### src/pkg/spcw_defs.vh
// Constants for the serial port configuration and watchdog block.
// Assumes inclusion by bare name from the design files.
`ifndef SPCW_DEFS_VH
`define SPCW_DEFS_VH

// ---------------------------------------------------------------
// Register byte offsets
// ---------------------------------------------------------------
`define SPCW_OFF_PORT_OWNER 12'h000
`define SPCW_OFF_BAUD 12'h004
`define SPCW_OFF_STATION 12'h008
`define SPCW_OFF_PARITY 12'h00c
`define SPCW_OFF_STOP 12'h010
`define SPCW_OFF_ERR_ACTION 12'h014
`define SPCW_OFF_WDOG 12'h018
`define SPCW_OFF_REPLY_WAIT 12'h01c
`define SPCW_OFF_DEBUG 12'h020
`define SPCW_OFF_SETPT_MODE 12'h024
`define SPCW_OFF_CLEAR_MODE 12'h028
`define SPCW_OFF_IRQ_STAT 12'h030
`define SPCW_OFF_IRQ_MASK 12'h034
`define SPCW_OFF_DEFAULT_FREQ 12'h038

// ---------------------------------------------------------------
// Reset values
// ---------------------------------------------------------------
`define SPCW_RST_PORT_OWNER 2'h2
`define SPCW_RST_BAUD 3'h6
`define SPCW_RST_STATION 6'h01
`define SPCW_RST_PARITY 2'h0
`define SPCW_RST_STOP 2'h1
`define SPCW_RST_ERR_ACTION 3'h2
`define SPCW_RST_WDOG 14'h0000
`define SPCW_RST_REPLY_WAIT 10'h000
`define SPCW_RST_DEBUG 1'h0
`define SPCW_RST_SETPT_MODE 1'h0
`define SPCW_RST_CLEAR_MODE 2'h0
`define SPCW_RST_DEFAULT_FREQ 16'h0000

// ---------------------------------------------------------------
// Codes
// ---------------------------------------------------------------
`define SPCW_OWNER_OPERATOR 2'h2
`define SPCW_OWNER_NETWORK 2'h3
`define SPCW_BAUD_4800 3'h4
`define SPCW_BAUD_9600 3'h5
`define SPCW_BAUD_19200 3'h6
`define SPCW_PAR_ODD 2'h2
`define SPCW_ACT_TRIP 3'h0
`define SPCW_ACT_DECEL_TRIP 3'h1
`define SPCW_ACT_COAST 3'h3
`define SPCW_ACT_DECEL 3'h4
`define SPCW_CLR_FALL_STOP 2'h1
`define SPCW_CLR_RISE_RUN 2'h2
`define SPCW_STATION_MIN 6'h01
`define SPCW_STATION_MAX 6'h20
`define SPCW_WDOG_MAX 14'h270f
`define SPCW_WAIT_MAX 10'h3e8
`define SPCW_LINK_FAULT_CODE 8'h3c

// ---------------------------------------------------------------
// Timing: clock 100 MHz, watchdog step 10 ms, wait step 1 ms
// ---------------------------------------------------------------
`define SPCW_CLK_HZ 100000000
`define SPCW_WDOG_STEP_MS 10
`define SPCW_WAIT_STEP_MS 1
`define SPCW_DIV_4800 16'h5161
`define SPCW_DIV_9600 16'h28b0
`define SPCW_DIV_19200 16'h1458

`endif

### src/spcw_top.v
// Serial port configuration and link supervision for a motor drive.
// Assumes an AHB-Lite master, one clock i_mclk at 100 MHz, and a
// frame handler that reports received frames and network writes.
//
// Summary of operation
// Owner code 02 hands the port to the operator unit, code 03 to the network.
// Speed code 04, 05, 06 selects 4800, 9600, 19200 bit/s baud divisor.
// A station address of 1 to 32 is held and only frames to it are accepted.
// Parity code 00 none, 01 even, 02 odd sets character framing.
// One or two stop bits are chosen, one by default.
// A link error acts by code: trip, decel then trip, none, coast, decel.
// A watchdog of 0.00 to 99.99 s in 10 ms steps flags an error on silence.
// Reply starts after a wait of 0 to 1000 ms from a complete message.
// Network writes to the port settings are refused; only local writes apply.
// At power-up mode 00 restores the default frequency, 01 keeps the stepped one.
// Clear input code picks the edge that clears a trip and whether it stops a run.
// The factory debug control resets to disabled and 01 enables it.
// A watchdog period of zero disables timeout detection.
//
// Implementation choices: the placing of the registers and the AHB-Lite interface to the registers.
`timescale 1ns/1ps
`default_nettype none
`include "spcw_defs.vh"

module spcw_top (
    input wire i_mclk,
    input wire i_resetn,
    input wire i_hsel,
    input wire [11:0] i_haddr,
    input wire [1:0] i_htrans,
    input wire i_hwrite,
    input wire [2:0] i_hsize,
    input wire [31:0] i_hwdata,
    input wire i_hready,
    output reg [31:0] o_hrdata,
    output reg o_hreadyout,
    output reg o_hresp,
    input wire i_frame_done,
    input wire [5:0] i_frame_addr,
    input wire i_net_cfg_write,
    input wire i_fault_clear_input,
    input wire i_running,
    input wire [15:0] i_stepped_freq,
    output reg o_operator_port_owner,
    output reg o_network_port_owner,
    output reg [15:0] o_baud_divisor,
    output reg [1:0] o_parity_select,
    output reg o_two_stop_bits,
    output reg o_frame_accept,
    output reg o_reply_start,
    output reg o_trip,
    output reg [7:0] o_link_fault_trip_code,
    output reg o_decel_stop,
    output reg o_coast_stop,
    output reg o_factory_debug_enable,
    output reg [15:0] o_freq_setpoint,
    output reg o_irq
);

localparam [31:0] WDOG_TICK_CYC = `SPCW_CLK_HZ / 1000 * `SPCW_WDOG_STEP_MS;
localparam [31:0] WAIT_TICK_CYC = `SPCW_CLK_HZ / 1000 * `SPCW_WAIT_STEP_MS;
localparam [1:0] ST_IDLE = 2'h0;
localparam [1:0] ST_WAIT = 2'h1;

// ---------------------------------------------------------------
// Functions
// ---------------------------------------------------------------
// Baud code to clock divisor, default to slowest rate
function [15:0] baud_div;
    input [2:0] code;
    begin
        case (code)
            `SPCW_BAUD_9600: baud_div = `SPCW_DIV_9600;
            `SPCW_BAUD_19200: baud_div = `SPCW_DIV_19200;
            default: baud_div = `SPCW_DIV_4800;
        endcase
    end
endfunction

// Decoding of a write hit to a given offset
function hit;
    input [11:0] addr;
    input [11:0] off;
    begin
        hit = (addr[11:2] == off[11:2]);
    end
endfunction

// ---------------------------------------------------------------
// Reset release and input synchronisers
// ---------------------------------------------------------------
reg rst_s1, rst_n;
reg [3:0] sync1, sync2;
reg clr_prev, frame_prev;
always @(posedge i_mclk or negedge i_resetn) begin
    if (!i_resetn) begin
        rst_s1 <= 1'b0;
        rst_n <= 1'b0;
    end else begin
        rst_s1 <= 1'b1;
        rst_n <= rst_s1;
    end
end

// Two-stage input synchronisers
always @(posedge i_mclk or negedge rst_n) begin
    if (!rst_n) begin
        sync1 <= 4'h0;
        sync2 <= 4'h0;
        clr_prev <= 1'b0;
        frame_prev <= 1'b0;
    end else begin
        sync1 <= {i_fault_clear_input, i_running, i_frame_done, i_net_cfg_write};
        sync2 <= sync1;
        clr_prev <= sync2[3];
        frame_prev <= sync2[1];
    end
end
wire clr_lvl = sync2[3];
wire running = sync2[2];
wire frame_done = sync2[1] & ~frame_prev; // One accept per held strobe
wire net_write = sync2[0];
wire clr_rise = clr_lvl & ~clr_prev;
wire clr_fall = ~clr_lvl & clr_prev;

// ---------------------------------------------------------------
// Tick generators
// ---------------------------------------------------------------
wire wdog_tick, wait_tick;
spcw_tick_gen #(.PERIOD(WDOG_TICK_CYC)) u_wdog_tick (
    .i_mclk(i_mclk),
    .i_rst_n(rst_n),
    .o_tick(wdog_tick)
);
spcw_tick_gen #(.PERIOD(WAIT_TICK_CYC)) u_wait_tick (
    .i_mclk(i_mclk),
    .i_rst_n(rst_n),
    .o_tick(wait_tick)
);

// ---------------------------------------------------------------
// AHB-Lite slave
// ---------------------------------------------------------------
reg dp_write, dp_read;
reg [11:0] dp_addr;
wire ap_valid = i_hsel & i_hready & i_htrans[1];
reg [1:0] port_owner_select;
reg [2:0] baud_select;
reg [5:0] station_address;
reg [1:0] parity_select;
reg [1:0] stop_bit_select;
reg [2:0] link_error_action;
reg [13:0] link_watchdog_period;
reg [9:0] reply_wait_time;
reg factory_debug_enable;
reg setpoint_memory_mode;
reg [1:0] fault_clear_mode;
reg [15:0] default_frequency_setting;
reg [3:0] irq_stat, irq_mask;
reg [15:0] retained_freq;
reg timeout_err;
wire [3:0] irq_event;

// Address phase capture; always zero wait states
always @(posedge i_mclk or negedge rst_n) begin
    if (!rst_n) begin
        dp_write <= 1'b0;
        dp_read <= 1'b0;
        dp_addr <= 12'h000;
        o_hreadyout <= 1'b1;
        o_hresp <= 1'b0;
    end else begin
        dp_write <= ap_valid & i_hwrite;
        dp_read <= ap_valid & ~i_hwrite;
        if (ap_valid) begin
            dp_addr <= i_haddr;
        end
        o_hreadyout <= 1'b1;
        o_hresp <= 1'b0;
    end
end

// Read data registered in the address phase; unmapped reads zero
always @(posedge i_mclk or negedge rst_n) begin
    if (!rst_n) begin
        o_hrdata <= 32'h00000000;
    end else if (ap_valid & ~i_hwrite) begin
        case (i_haddr[11:2])
            10'h000: o_hrdata <= {30'h0, port_owner_select};
            10'h001: o_hrdata <= {29'h0, baud_select};
            10'h002: o_hrdata <= {26'h0, station_address};
            10'h003: o_hrdata <= {30'h0, parity_select};
            10'h004: o_hrdata <= {30'h0, stop_bit_select};
            10'h005: o_hrdata <= {29'h0, link_error_action};
            10'h006: o_hrdata <= {18'h0, link_watchdog_period};
            10'h007: o_hrdata <= {22'h0, reply_wait_time};
            10'h008: o_hrdata <= {31'h0, factory_debug_enable};
            10'h009: o_hrdata <= {31'h0, setpoint_memory_mode};
            10'h00a: o_hrdata <= {30'h0, fault_clear_mode};
            10'h00b: o_hrdata <= {22'h0, o_link_fault_trip_code, o_trip, timeout_err};
            10'h00c: o_hrdata <= {28'h0, irq_stat};
            10'h00d: o_hrdata <= {28'h0, irq_mask};
            10'h00e: o_hrdata <= {16'h0, default_frequency_setting};
            10'h00f: o_hrdata <= {16'h0, retained_freq};
            default: o_hrdata <= 32'h00000000;
        endcase
    end
end

// Local configuration writes; network writes never reach here
always @(posedge i_mclk or negedge rst_n) begin
    if (!rst_n) begin
        port_owner_select <= `SPCW_RST_PORT_OWNER;
        baud_select <= `SPCW_RST_BAUD;
        station_address <= `SPCW_RST_STATION;
        parity_select <= `SPCW_RST_PARITY;
        stop_bit_select <= `SPCW_RST_STOP;
        link_error_action <= `SPCW_RST_ERR_ACTION;
        link_watchdog_period <= `SPCW_RST_WDOG;
        reply_wait_time <= `SPCW_RST_REPLY_WAIT;
        factory_debug_enable <= `SPCW_RST_DEBUG;
        setpoint_memory_mode <= `SPCW_RST_SETPT_MODE;
        fault_clear_mode <= `SPCW_RST_CLEAR_MODE;
        default_frequency_setting <= `SPCW_RST_DEFAULT_FREQ;
        irq_mask <= 4'h0;
    end else if (dp_write) begin
        // Illegal codes are ignored, leaving the old setting
        if (hit(dp_addr, `SPCW_OFF_PORT_OWNER) &&
            (i_hwdata[1:0] == `SPCW_OWNER_OPERATOR || i_hwdata[1:0] == `SPCW_OWNER_NETWORK))
            port_owner_select <= i_hwdata[1:0];
        if (hit(dp_addr, `SPCW_OFF_BAUD) &&
            i_hwdata[2:0] >= `SPCW_BAUD_4800 && i_hwdata[2:0] <= `SPCW_BAUD_19200)
            baud_select <= i_hwdata[2:0];
        if (hit(dp_addr, `SPCW_OFF_STATION) && i_hwdata[31:6] == 26'h0 &&
            i_hwdata[5:0] >= `SPCW_STATION_MIN && i_hwdata[5:0] <= `SPCW_STATION_MAX)
            station_address <= i_hwdata[5:0];
        if (hit(dp_addr, `SPCW_OFF_PARITY) && i_hwdata[1:0] <= `SPCW_PAR_ODD)
            parity_select <= i_hwdata[1:0];
        if (hit(dp_addr, `SPCW_OFF_STOP) && (i_hwdata[1:0] == 2'h1 || i_hwdata[1:0] == 2'h2))
            stop_bit_select <= i_hwdata[1:0];
        if (hit(dp_addr, `SPCW_OFF_ERR_ACTION) && i_hwdata[2:0] <= `SPCW_ACT_DECEL)
            link_error_action <= i_hwdata[2:0];
        if (hit(dp_addr, `SPCW_OFF_WDOG) && i_hwdata[13:0] <= `SPCW_WDOG_MAX)
            link_watchdog_period <= i_hwdata[13:0];
        if (hit(dp_addr, `SPCW_OFF_REPLY_WAIT) && i_hwdata[9:0] <= `SPCW_WAIT_MAX)
            reply_wait_time <= i_hwdata[9:0];
        if (hit(dp_addr, `SPCW_OFF_DEBUG))
            factory_debug_enable <= i_hwdata[0];
        if (hit(dp_addr, `SPCW_OFF_SETPT_MODE))
            setpoint_memory_mode <= i_hwdata[0];
        if (hit(dp_addr, `SPCW_OFF_CLEAR_MODE) && i_hwdata[1:0] <= `SPCW_CLR_RISE_RUN)
            fault_clear_mode <= i_hwdata[1:0];
        if (hit(dp_addr, `SPCW_OFF_IRQ_MASK))
            irq_mask <= i_hwdata[3:0];
        if (hit(dp_addr, `SPCW_OFF_DEFAULT_FREQ))
            default_frequency_setting <= i_hwdata[15:0];
    end
end

// ---------------------------------------------------------------
// Port routing and framing outputs
// ---------------------------------------------------------------
always @(posedge i_mclk or negedge rst_n) begin
    if (!rst_n) begin
        o_operator_port_owner <= 1'b1;
        o_network_port_owner <= 1'b0;
        o_baud_divisor <= 16'h0000;
        o_parity_select <= 2'h0;
        o_two_stop_bits <= 1'b0;
        o_factory_debug_enable <= 1'b0;
    end else begin
        o_operator_port_owner <= (port_owner_select == `SPCW_OWNER_OPERATOR);
        o_network_port_owner <= (port_owner_select == `SPCW_OWNER_NETWORK);
        o_baud_divisor <= baud_div(baud_select);
        o_parity_select <= parity_select;
        o_two_stop_bits <= (stop_bit_select == 2'h2);
        o_factory_debug_enable <= factory_debug_enable;
    end
end

// ---------------------------------------------------------------
// Frame acceptance, watchdog and reply wait
// ---------------------------------------------------------------
wire addr_match = frame_done & (i_frame_addr == station_address) & o_network_port_owner;
reg [13:0] wdog_count;
reg [1:0] state;
reg [9:0] wait_count;

// Watchdog counts 10 ms ticks since last accepted frame
always @(posedge i_mclk or negedge rst_n) begin
    if (!rst_n) begin
        o_frame_accept <= 1'b0;
        wdog_count <= 14'h0000;
        timeout_err <= 1'b0;
    end else begin
        o_frame_accept <= addr_match;
        if (addr_match || link_watchdog_period == 14'h0000) begin
            wdog_count <= 14'h0000;
            timeout_err <= 1'b0;
        end else if (wdog_tick && !timeout_err && o_network_port_owner) begin
            if (wdog_count + 14'h0001 >= link_watchdog_period) begin
                timeout_err <= 1'b1;
            end
            wdog_count <= wdog_count + 14'h0001;
        end
    end
end

// Reply wait sequencer in 1 ms ticks
always @(posedge i_mclk or negedge rst_n) begin
    if (!rst_n) begin
        state <= ST_IDLE;
        wait_count <= 10'h000;
        o_reply_start <= 1'b0;
    end else begin
        o_reply_start <= 1'b0;
        case (state)
            ST_IDLE: begin
                if (addr_match) begin
                    if (reply_wait_time == 10'h000) begin
                        o_reply_start <= 1'b1;
                    end else begin
                        wait_count <= 10'h000;
                        state <= ST_WAIT;
                    end
                end
            end
            ST_WAIT: begin
                if (wait_tick) begin
                    if (wait_count + 10'h001 >= reply_wait_time) begin
                        o_reply_start <= 1'b1;
                        state <= ST_IDLE;
                    end
                    wait_count <= wait_count + 10'h001;
                end
            end
            default: state <= ST_IDLE;
        endcase
    end
end

// ---------------------------------------------------------------
// Error action and fault clearing
// ---------------------------------------------------------------
reg timeout_prev;
wire timeout_rise = timeout_err & ~timeout_prev;
wire clr_edge = (fault_clear_mode == `SPCW_CLR_FALL_STOP) ? clr_fall : clr_rise;
wire clr_stops = (fault_clear_mode != `SPCW_CLR_RISE_RUN);
wire trip_now = timeout_rise && (link_error_action == `SPCW_ACT_TRIP ||
    link_error_action == `SPCW_ACT_DECEL_TRIP);
wire clear_now = clr_edge & o_trip;

always @(posedge i_mclk or negedge rst_n) begin
    if (!rst_n) begin
        timeout_prev <= 1'b0;
        o_trip <= 1'b0;
        o_link_fault_trip_code <= 8'h00;
        o_decel_stop <= 1'b0;
        o_coast_stop <= 1'b0;
    end else begin
        timeout_prev <= timeout_err;
        if (trip_now) begin
            o_trip <= 1'b1;
            o_link_fault_trip_code <= `SPCW_LINK_FAULT_CODE;
        end else if (clear_now) begin
            o_trip <= 1'b0;
            o_link_fault_trip_code <= 8'h00;
        end
        if (timeout_rise) begin
            o_decel_stop <= (link_error_action == `SPCW_ACT_DECEL_TRIP ||
                link_error_action == `SPCW_ACT_DECEL);
            o_coast_stop <= (link_error_action == `SPCW_ACT_COAST) ||
                (link_error_action == `SPCW_ACT_TRIP);
        end else if (clr_edge && clr_stops && running) begin
            o_coast_stop <= 1'b1;
        end else if (clr_edge || !timeout_err) begin
            o_decel_stop <= 1'b0;
            o_coast_stop <= 1'b0;
        end
    end
end

// ---------------------------------------------------------------
// Setpoint memory at power-up
// ---------------------------------------------------------------
always @(posedge i_mclk or negedge rst_n) begin
    if (!rst_n) begin
        retained_freq <= 16'h0000;
        o_freq_setpoint <= 16'h0000;
    end else begin
        retained_freq <= i_stepped_freq;
        o_freq_setpoint <= setpoint_memory_mode ? retained_freq
                                                : default_frequency_setting;
    end
end

// ---------------------------------------------------------------
// Interrupts: sticky, write one to clear, set wins
// ---------------------------------------------------------------
assign irq_event = {net_write, clear_now, trip_now, timeout_rise};
always @(posedge i_mclk or negedge rst_n) begin
    if (!rst_n) begin
        irq_stat <= 4'h0;
        o_irq <= 1'b0;
    end else begin
        if (dp_write && hit(dp_addr, `SPCW_OFF_IRQ_STAT)) begin
            irq_stat <= (irq_stat & ~i_hwdata[3:0]) | irq_event;
        end else begin
            irq_stat <= irq_stat | irq_event;
        end
        o_irq <= |(irq_stat & irq_mask);
    end
end

endmodule

`default_nettype wire

### src/spcw_tick_gen.v
// Tick divider: one-cycle pulse every PERIOD clocks.
// Assumes an active-low reset from the top, asserted asynchronously and released in step with i_mclk.
`timescale 1ns/1ps
`default_nettype none

module spcw_tick_gen #(
    parameter [31:0] PERIOD = 32'd1000000
) (
    input wire i_mclk,
    input wire i_rst_n,
    output reg o_tick
);

reg [31:0] count;

// ---------------------------------------------------------------
// Free running divider
// ---------------------------------------------------------------
always @(posedge i_mclk or negedge i_rst_n) begin
    if (!i_rst_n) begin
        count <= 32'h00000000;
        o_tick <= 1'b0;
    end else if (count == PERIOD - 32'd1) begin
        count <= 32'h00000000;
        o_tick <= 1'b1;
    end else begin
        count <= count + 32'd1;
        o_tick <= 1'b0;
    end
end

endmodule

`default_nettype wire

### config.mk
export PLATFORM = sky130hd
export DESIGN_NAME = spcw_top
export DESIGN_NICKNAME = d
export VERILOG_FILES = /design/src/spcw_top.v /design/src/spcw_tick_gen.v
export VERILOG_INCLUDE_DIRS = /design/src /design/src/pkg
export SDC_FILE = /design/constraint.sdc
export NUM_CORES = 1
export LEC_CHECK = 0
export ABC_CLOCK_PERIOD_IN_PS = 13400
export BUFFER_PORTS_ARGS = -buffer_cell sky130_fd_sc_hd__buf_2
export CAP_MARGIN = 30
export CORE_MARGIN = 4
export CORE_UTILIZATION = 55
export DETAILED_ROUTE_END_ITERATION = 8
export PLACE_DENSITY = 0.82
export SYNTH_ARGS = -nofsm -noshare
export SYNTH_HDL_FRONTEND = slang
export SYNTH_SLANG_ARGS = --single-unit
### constraint.sdc
create_clock -name i_mclk -period 13.4 [get_ports i_mclk]
set_input_delay 1.34 -clock i_mclk [delete_from_list [all_inputs] [get_ports i_mclk]]
set_output_delay 1.34 -clock i_mclk [all_outputs]
set_load 0.02 [all_outputs]
* After elaboration in Yosys (flattened, before gate mapping) *
Index checks and enable logic that the tools add are counted.

word-level totals
  register bits after elaboration = 289
  bits in latches = 0
  memory bits (writable) = 0
  memory bits (read-only) = 0
  output and inout port bits = 86
  logic and storage cells = 226
  memories kept = 0

operators by class
  add/sub/neg operators = 4
  multiply operators = 0
  div/mod/pow operators = 0
  $lt $le $gt $ge = 10
  equal/unequal tests = 50
  shift-type cells = 0
  multiplexer cells = 37
  bitwise operators = 21
  reductions and logical operators = 57

operators by type and width
  kind                                                     number
  case mux 16 bit (16 select lines)                        1
  equality test 10 x 4 -> 1 bit (second input constant)    14
  equality test 10 x 3 -> 1 bit (second input constant)    8
  adder 32 x 1 -> 32 bit (second input constant)           2
  2-to-1 mux 32 bit                                        2
  equality test 10 x 2 -> 1 bit (second input constant)    4
  equality test 32 x 17 -> 1 bit (second input constant)   1
  equality test 32 x 20 -> 1 bit (second input constant)   1
  zero test 10 bit                                         3
  2-to-1 mux 10 bit                                        3
  case mux 15 bit (2 select lines)                         1
  AND reduction 2 bit                                      15
  2-to-1 mux 14 bit                                        2
  zero test 26 bit                                         1
  equality test 10 x 1 -> 1 bit (second input constant)    2
  case mux 10 bit (2 select lines)                         1
  logical AND 1 bit                                        18
  2-to-1 mux 1 bit                                         17
  2-to-1 mux 16 bit                                        1
  2-to-1 mux 8 bit                                         2
  adder 14 x 1 -> 14 bit (second input constant)           1
  >= comparator 14 bit                                     1
  less-or-equal comparator 14 bit (second input constant)  1
  zero test 14 bit                                         1
  33 further kinds                                         76

* Depth between registers and ports, before layout *
  depth after elaboration = 7
  mapped depth = 11

* Modules after synthesis *
A second synthesis with hierarchy kept.

second synthesis, totals
  cells, all modules = 1131
  area total of the unflattened synthesis = 12494.5 µm²

modules (own cells, without submodules)
  module                       instances  cells an instance  area an instance (µm²)  seq. area each (µm²)
  spcw_top                     1          838                9337.7                  4663.2
  spcw_tick_gen (u_wait_tick)  1          144                1592.8                  825.8
  spcw_tick_gen (u_wdog_tick)  1          149                1564.0                  825.8

* Worst setup path after synthesis *
OpenSTA, ideal clock, no wires.

  path kind = in2reg
  start point = input port i_hwdata[1]
  end point = register station_address[1]
  data arrival time = 2.903 ns
  required time = 13.275 ns
  path slack = 10.372 ns
  stages on the path = 7
  path buffers = 1
  cells stage by stage = clkbuf_1 -> clkinv_1 -> ha_1 -> nor4b_1 -> a21oi_1 -> nand4_1 -> mux2_2

on the way
  word-level cells in the longest chain between the ends = 4
  elaborated cells between the ends (all ways) = 5
  those cells by class = order compare (2); reduce/logical (3)

RTL lines
  element                                   line            RTL
  from (decl)                               spcw_top.v:33   input wire [31:0] i_hwdata,
  >= comparator 6 x 1 -> 1 bit (no line)    --
  logical AND 1 bit (no line) (2 in a row)  --
  AND reduction 2 bit (no line)             --
  to (signal assigned)                      spcw_top.v:215  station_address <= `SPCW_RST_STATION;
  to (signal assigned)                      spcw_top.v:236  station_address <= i_hwdata[5:0];
  to (decl)                                 spcw_top.v:149  reg [5:0] station_address;

Several ways; a longest one is shown, not always the timed one.
A chain may end at the register's enable or synchronous reset.

* Final worst setup path *
  start point = input port i_hsel
  end point = register o_hrdata[1]

on the way
  word-level cells in the longest chain between the ends = 3

RTL lines
  element                 line            RTL
  from (decl)             spcw_top.v:28   input wire i_hsel,
  AND 1 bit (2 in a row)  spcw_top.v:146  wire ap_valid = i_hsel & i_hready & i_htrans[1];
  AND 1 bit               spcw_top.v:187  end else if (ap_valid & ~i_hwrite) begin
  to (signal assigned)    spcw_top.v:189  10'h000: o_hrdata <= {30'h0, port_owner_select};
  to (signal assigned)    spcw_top.v:190  10'h001: o_hrdata <= {29'h0, baud_select};
  to (signal assigned)    spcw_top.v:191  10'h002: o_hrdata <= {26'h0, station_address};
  to (decl)               spcw_top.v:35   output reg [31:0] o_hrdata,

No other way between the ends.

==> out/metrics.csv <==
stage;metric;value;unit
timing;hold_slack;0.1591;ns
logic_synthesis;synth_top_area_cell;dfrtp_1;
global_routing;antenna_found_initial;2;
cts;clock_latency;0.53;ns
global_routing;grt_pass1_wl;46700;um
cts;cts_root_buf;clkbuf_16;
floorplan;die-height;157.3;um
floorplan;rows;54;
floorplan;initial_core_util;56.00;%
routing;wl_per_cell;18.55;um
cts;hold_buffers;0;
logic_synthesis;ys.flop_type;dfrtp_1;
timing;slew_headroom;32.78;%
cts;cts_setup_buffers;0;
finish;n_antenna_cell;0;
place;hpwl;19960;um
routing;dr_total_vias;9068;
logic_synthesis;yosys_warnings;0;
cts;clk_pin_slew;0.06;ns
routing;drcViolationCount;0;
global_routing;grt_usage;23.29;%
status;status;completed;
global_routing;first_global_vias;9234;
timing;fmax;327.4;MHz
routing;routed_wl;28770;um
logic_synthesis;ys_types;72;
finish;synthToLayoutAreaGrowth;13.11;%
routing;wl_met2;13520;um
timing;setup_slack;10.35;ns
cts;cts_tree;yes;
place;gp_congestion;0.8834;
timing;finClkSkew;0.01017;ns
timing;tns;0;ns
place;numPortBuffers;133;
floorplan;die_w;157.3;um
power;p_per_area;118.3;nW/um^2
worst_setup_path;arrival;3.45;ns
logic_synthesis;synth_top_cell_area_share;50.01;%
routing;drtIter0Drc;758;
cts;cts_buffer_depth;3;
logic_synthesis;synth.area.top_cells;dfrtp_1 50%, mux2_2 5.8%, xnor2_1 3.6%, ha_1 3.3%, xor2_1 3.1%;
finish;layout-drive-gt1-share;21.09;%
power;finalPower;0.001640;W
worst_setup_path;worstSetupStartpointType;primary input;
logic_synthesis;synth_edf_count;0;
routing;firstDrtPassIters;8;
timing;finalSetupViolCount;0;
finish;fin_nets;1363;
cts;htreeDepth;1;
timing;worst_pin_slew;1.008;ns
logic_synthesis;synth_area;12260;sq um
routing;postRouteAntennaNets;0;
global_routing;grt_overflow;0;
logic_synthesis;synth-seq-cells;252;
timing;fin_crit;3.054;ns
logic_synthesis;async_flop_share;100.0;%
min_path;min_path_type;register to async pin;
timing;final_max_slew_viol_count;0;
routing;top_layer;met5;
worst_setup_path;cp_max_fo;24;
job;maxCapViolCount;0;
cts;cts.repair.resized;0;
cts;cts_buffers;27;
timing;rsz0062_at_grt;no;
floorplan;die_area;24740;sq um
worst_setup_path;endpoint_kind;register;
timing;hold_violations;0;
cts;cts.sinks;252;
floorplan;core_area;21890;sq um
logic_synthesis;yosys-top-cells-count;245 x dfrtp_1, 92 x nor2_1, 85 x nand2_1, 63 x mux2_2, 51 x xnor2_1;
global_routing;grt_max_degree;173;
routing;via_per_inst;5.847;
logic_synthesis;synth_cells;1136;
routing;met1Wirelength;11800;um
timing;finalCritPeriodShare;22.79;%
routing;wl_met3;2402;um
place;dp_slack;9.888;ns
logic_synthesis;yosysSeqAreaShare;51.51;%
logic_synthesis;synthMostInstantiatedCell;dfrtp_1;
worst_setup_path;worstSetupPathType;primary input to register;
power;ir_drop;74.23;uV
logic_synthesis;syn-mean-instance-area;10.79;sq um
floorplan;io_pins;166;
worst_setup_path;worst_ep_required_time;13.80;ns
place;placed_cells;1501;
finish;stdcell_count;1551;
power;p_leak;6.666;nW
-- kinds of logic (layout without fill, tap and decap cells) --
group	count (synthesis)	in the layout	synth area share [%]
AOI/OAI and AO/OA	150	150	8.236
xor gates and xnor gates	96	96	6.920
adders and majority gates	32	32	3.266
buffers and inverters	120	230	5.021
DFF	252	252	51.51
muxes	98	98	8.839
other	2	27	0.06126
and+or+nand+nor	386	386	16.15
-- where the power goes --
part | switching, W | internal [W]
clock network | 0.000304 | 0.000432
logic | 0.0000681 | 0.0000359
registers | 0.0000184 | 0.000781
-- layout make-up --
cell class              instances  area (sq um)
well taps                     280         350.3
fillers                      1687          8024
flip-flops and latches        252          6319
multi-input cells             789          5423
clock inverters                11         88.84
repair buffers                136         720.7
inverters                      45         168.9
clock buffers                  38         797.0
-- critical path, cell delays in order --
cell      delay [ns]
buf_2           0.10
nand3_1         0.42
nand2b_1        0.85
nor2_1          0.31
a32oi_1         0.30
o21ai_0         0.13
-- final timing paths --
kind / cells after the start / startpoint / end / slack, ns
setup / recovery: 6 / i_hsel / o_hrdata[1]$_DFFE_PN0P_ / 10.35
setup reg to reg: 10 / wdog_count[0]$_DFFE_PN0P_ / timeout_err$_DFFE_PN0P_ / 10.47
min in group i_mclk: 0 / sync1[3]$_DFF_PN0_ / sync2[3]$_DFF_PN0_ / 0.35
max in group asynchronous: 1 / rst_n$_DFF_PN0_ / o_reply_start$_DFF_PN0_ / 12.15
hold reg to reg: 0 / rst_n$_DFF_PN0_ / clr_prev$_DFF_PN0_ / 0.16
hold / removal: 0 / rst_n$_DFF_PN0_ / clr_prev$_DFF_PN0_ / 0.16
-- metrics by stage --
| stage | cell area, sq um | util [%] |
|---|---|---|
| 5_1_grt | 13870 | 63.35 |
| 2_1_floorplan | 12350 | - |
| 3_5_place_dp | 12950 | 59.17 |
| 6_report | 13870 | 63.35 |
| 4_1_cts | 13840 | 63.22 |
| 3_3_place_gp | 12950 | 59.14 |
-- flip-flops by register name, indices dropped and copies added, names as in the netlist, 10 cells and up --
register / count
wait_count: 10
reply_wait_time: 10
o_hrdata: 16
default_frequency_setting: 16
retained_freq: 16
u_wait_tick.count: 32
o_freq_setpoint: 16
dp_addr: 10
link_watchdog_period: 14
wdog_count: 14
u_wdog_tick.count: 32
-- placed cells by master, fill, tap and decap left out, types with 27 or more instances in the layout --
cell type | netlist | layout
nor4_1 | 27 | 27
clkbuf_16 | 0 | 27
o21ai_0 | 33 | 33
ha_1 | 32 | 32
a21oi_1 | 30 | 30
conb_1 | 2 | 27
nor2_1 | 92 | 92
nand3_1 | 45 | 45
nand2_1 | 85 | 85
xor2_1 | 44 | 44
buf_2 | 3 | 133
xnor2_1 | 51 | 51
dfrtp_1 | 245 | 244
inv_1 | 44 | 44
mux2_2 | 63 | 63
-- per-layer routing --
metal	global-route usage, %	up-vias
li1	-	4181
met1	31.11	4420
met2	38.45	374
met3	4.482	89
met4	7.989	4
met5	0	-
Note: power is estimated with default switching activity, not from simulation.
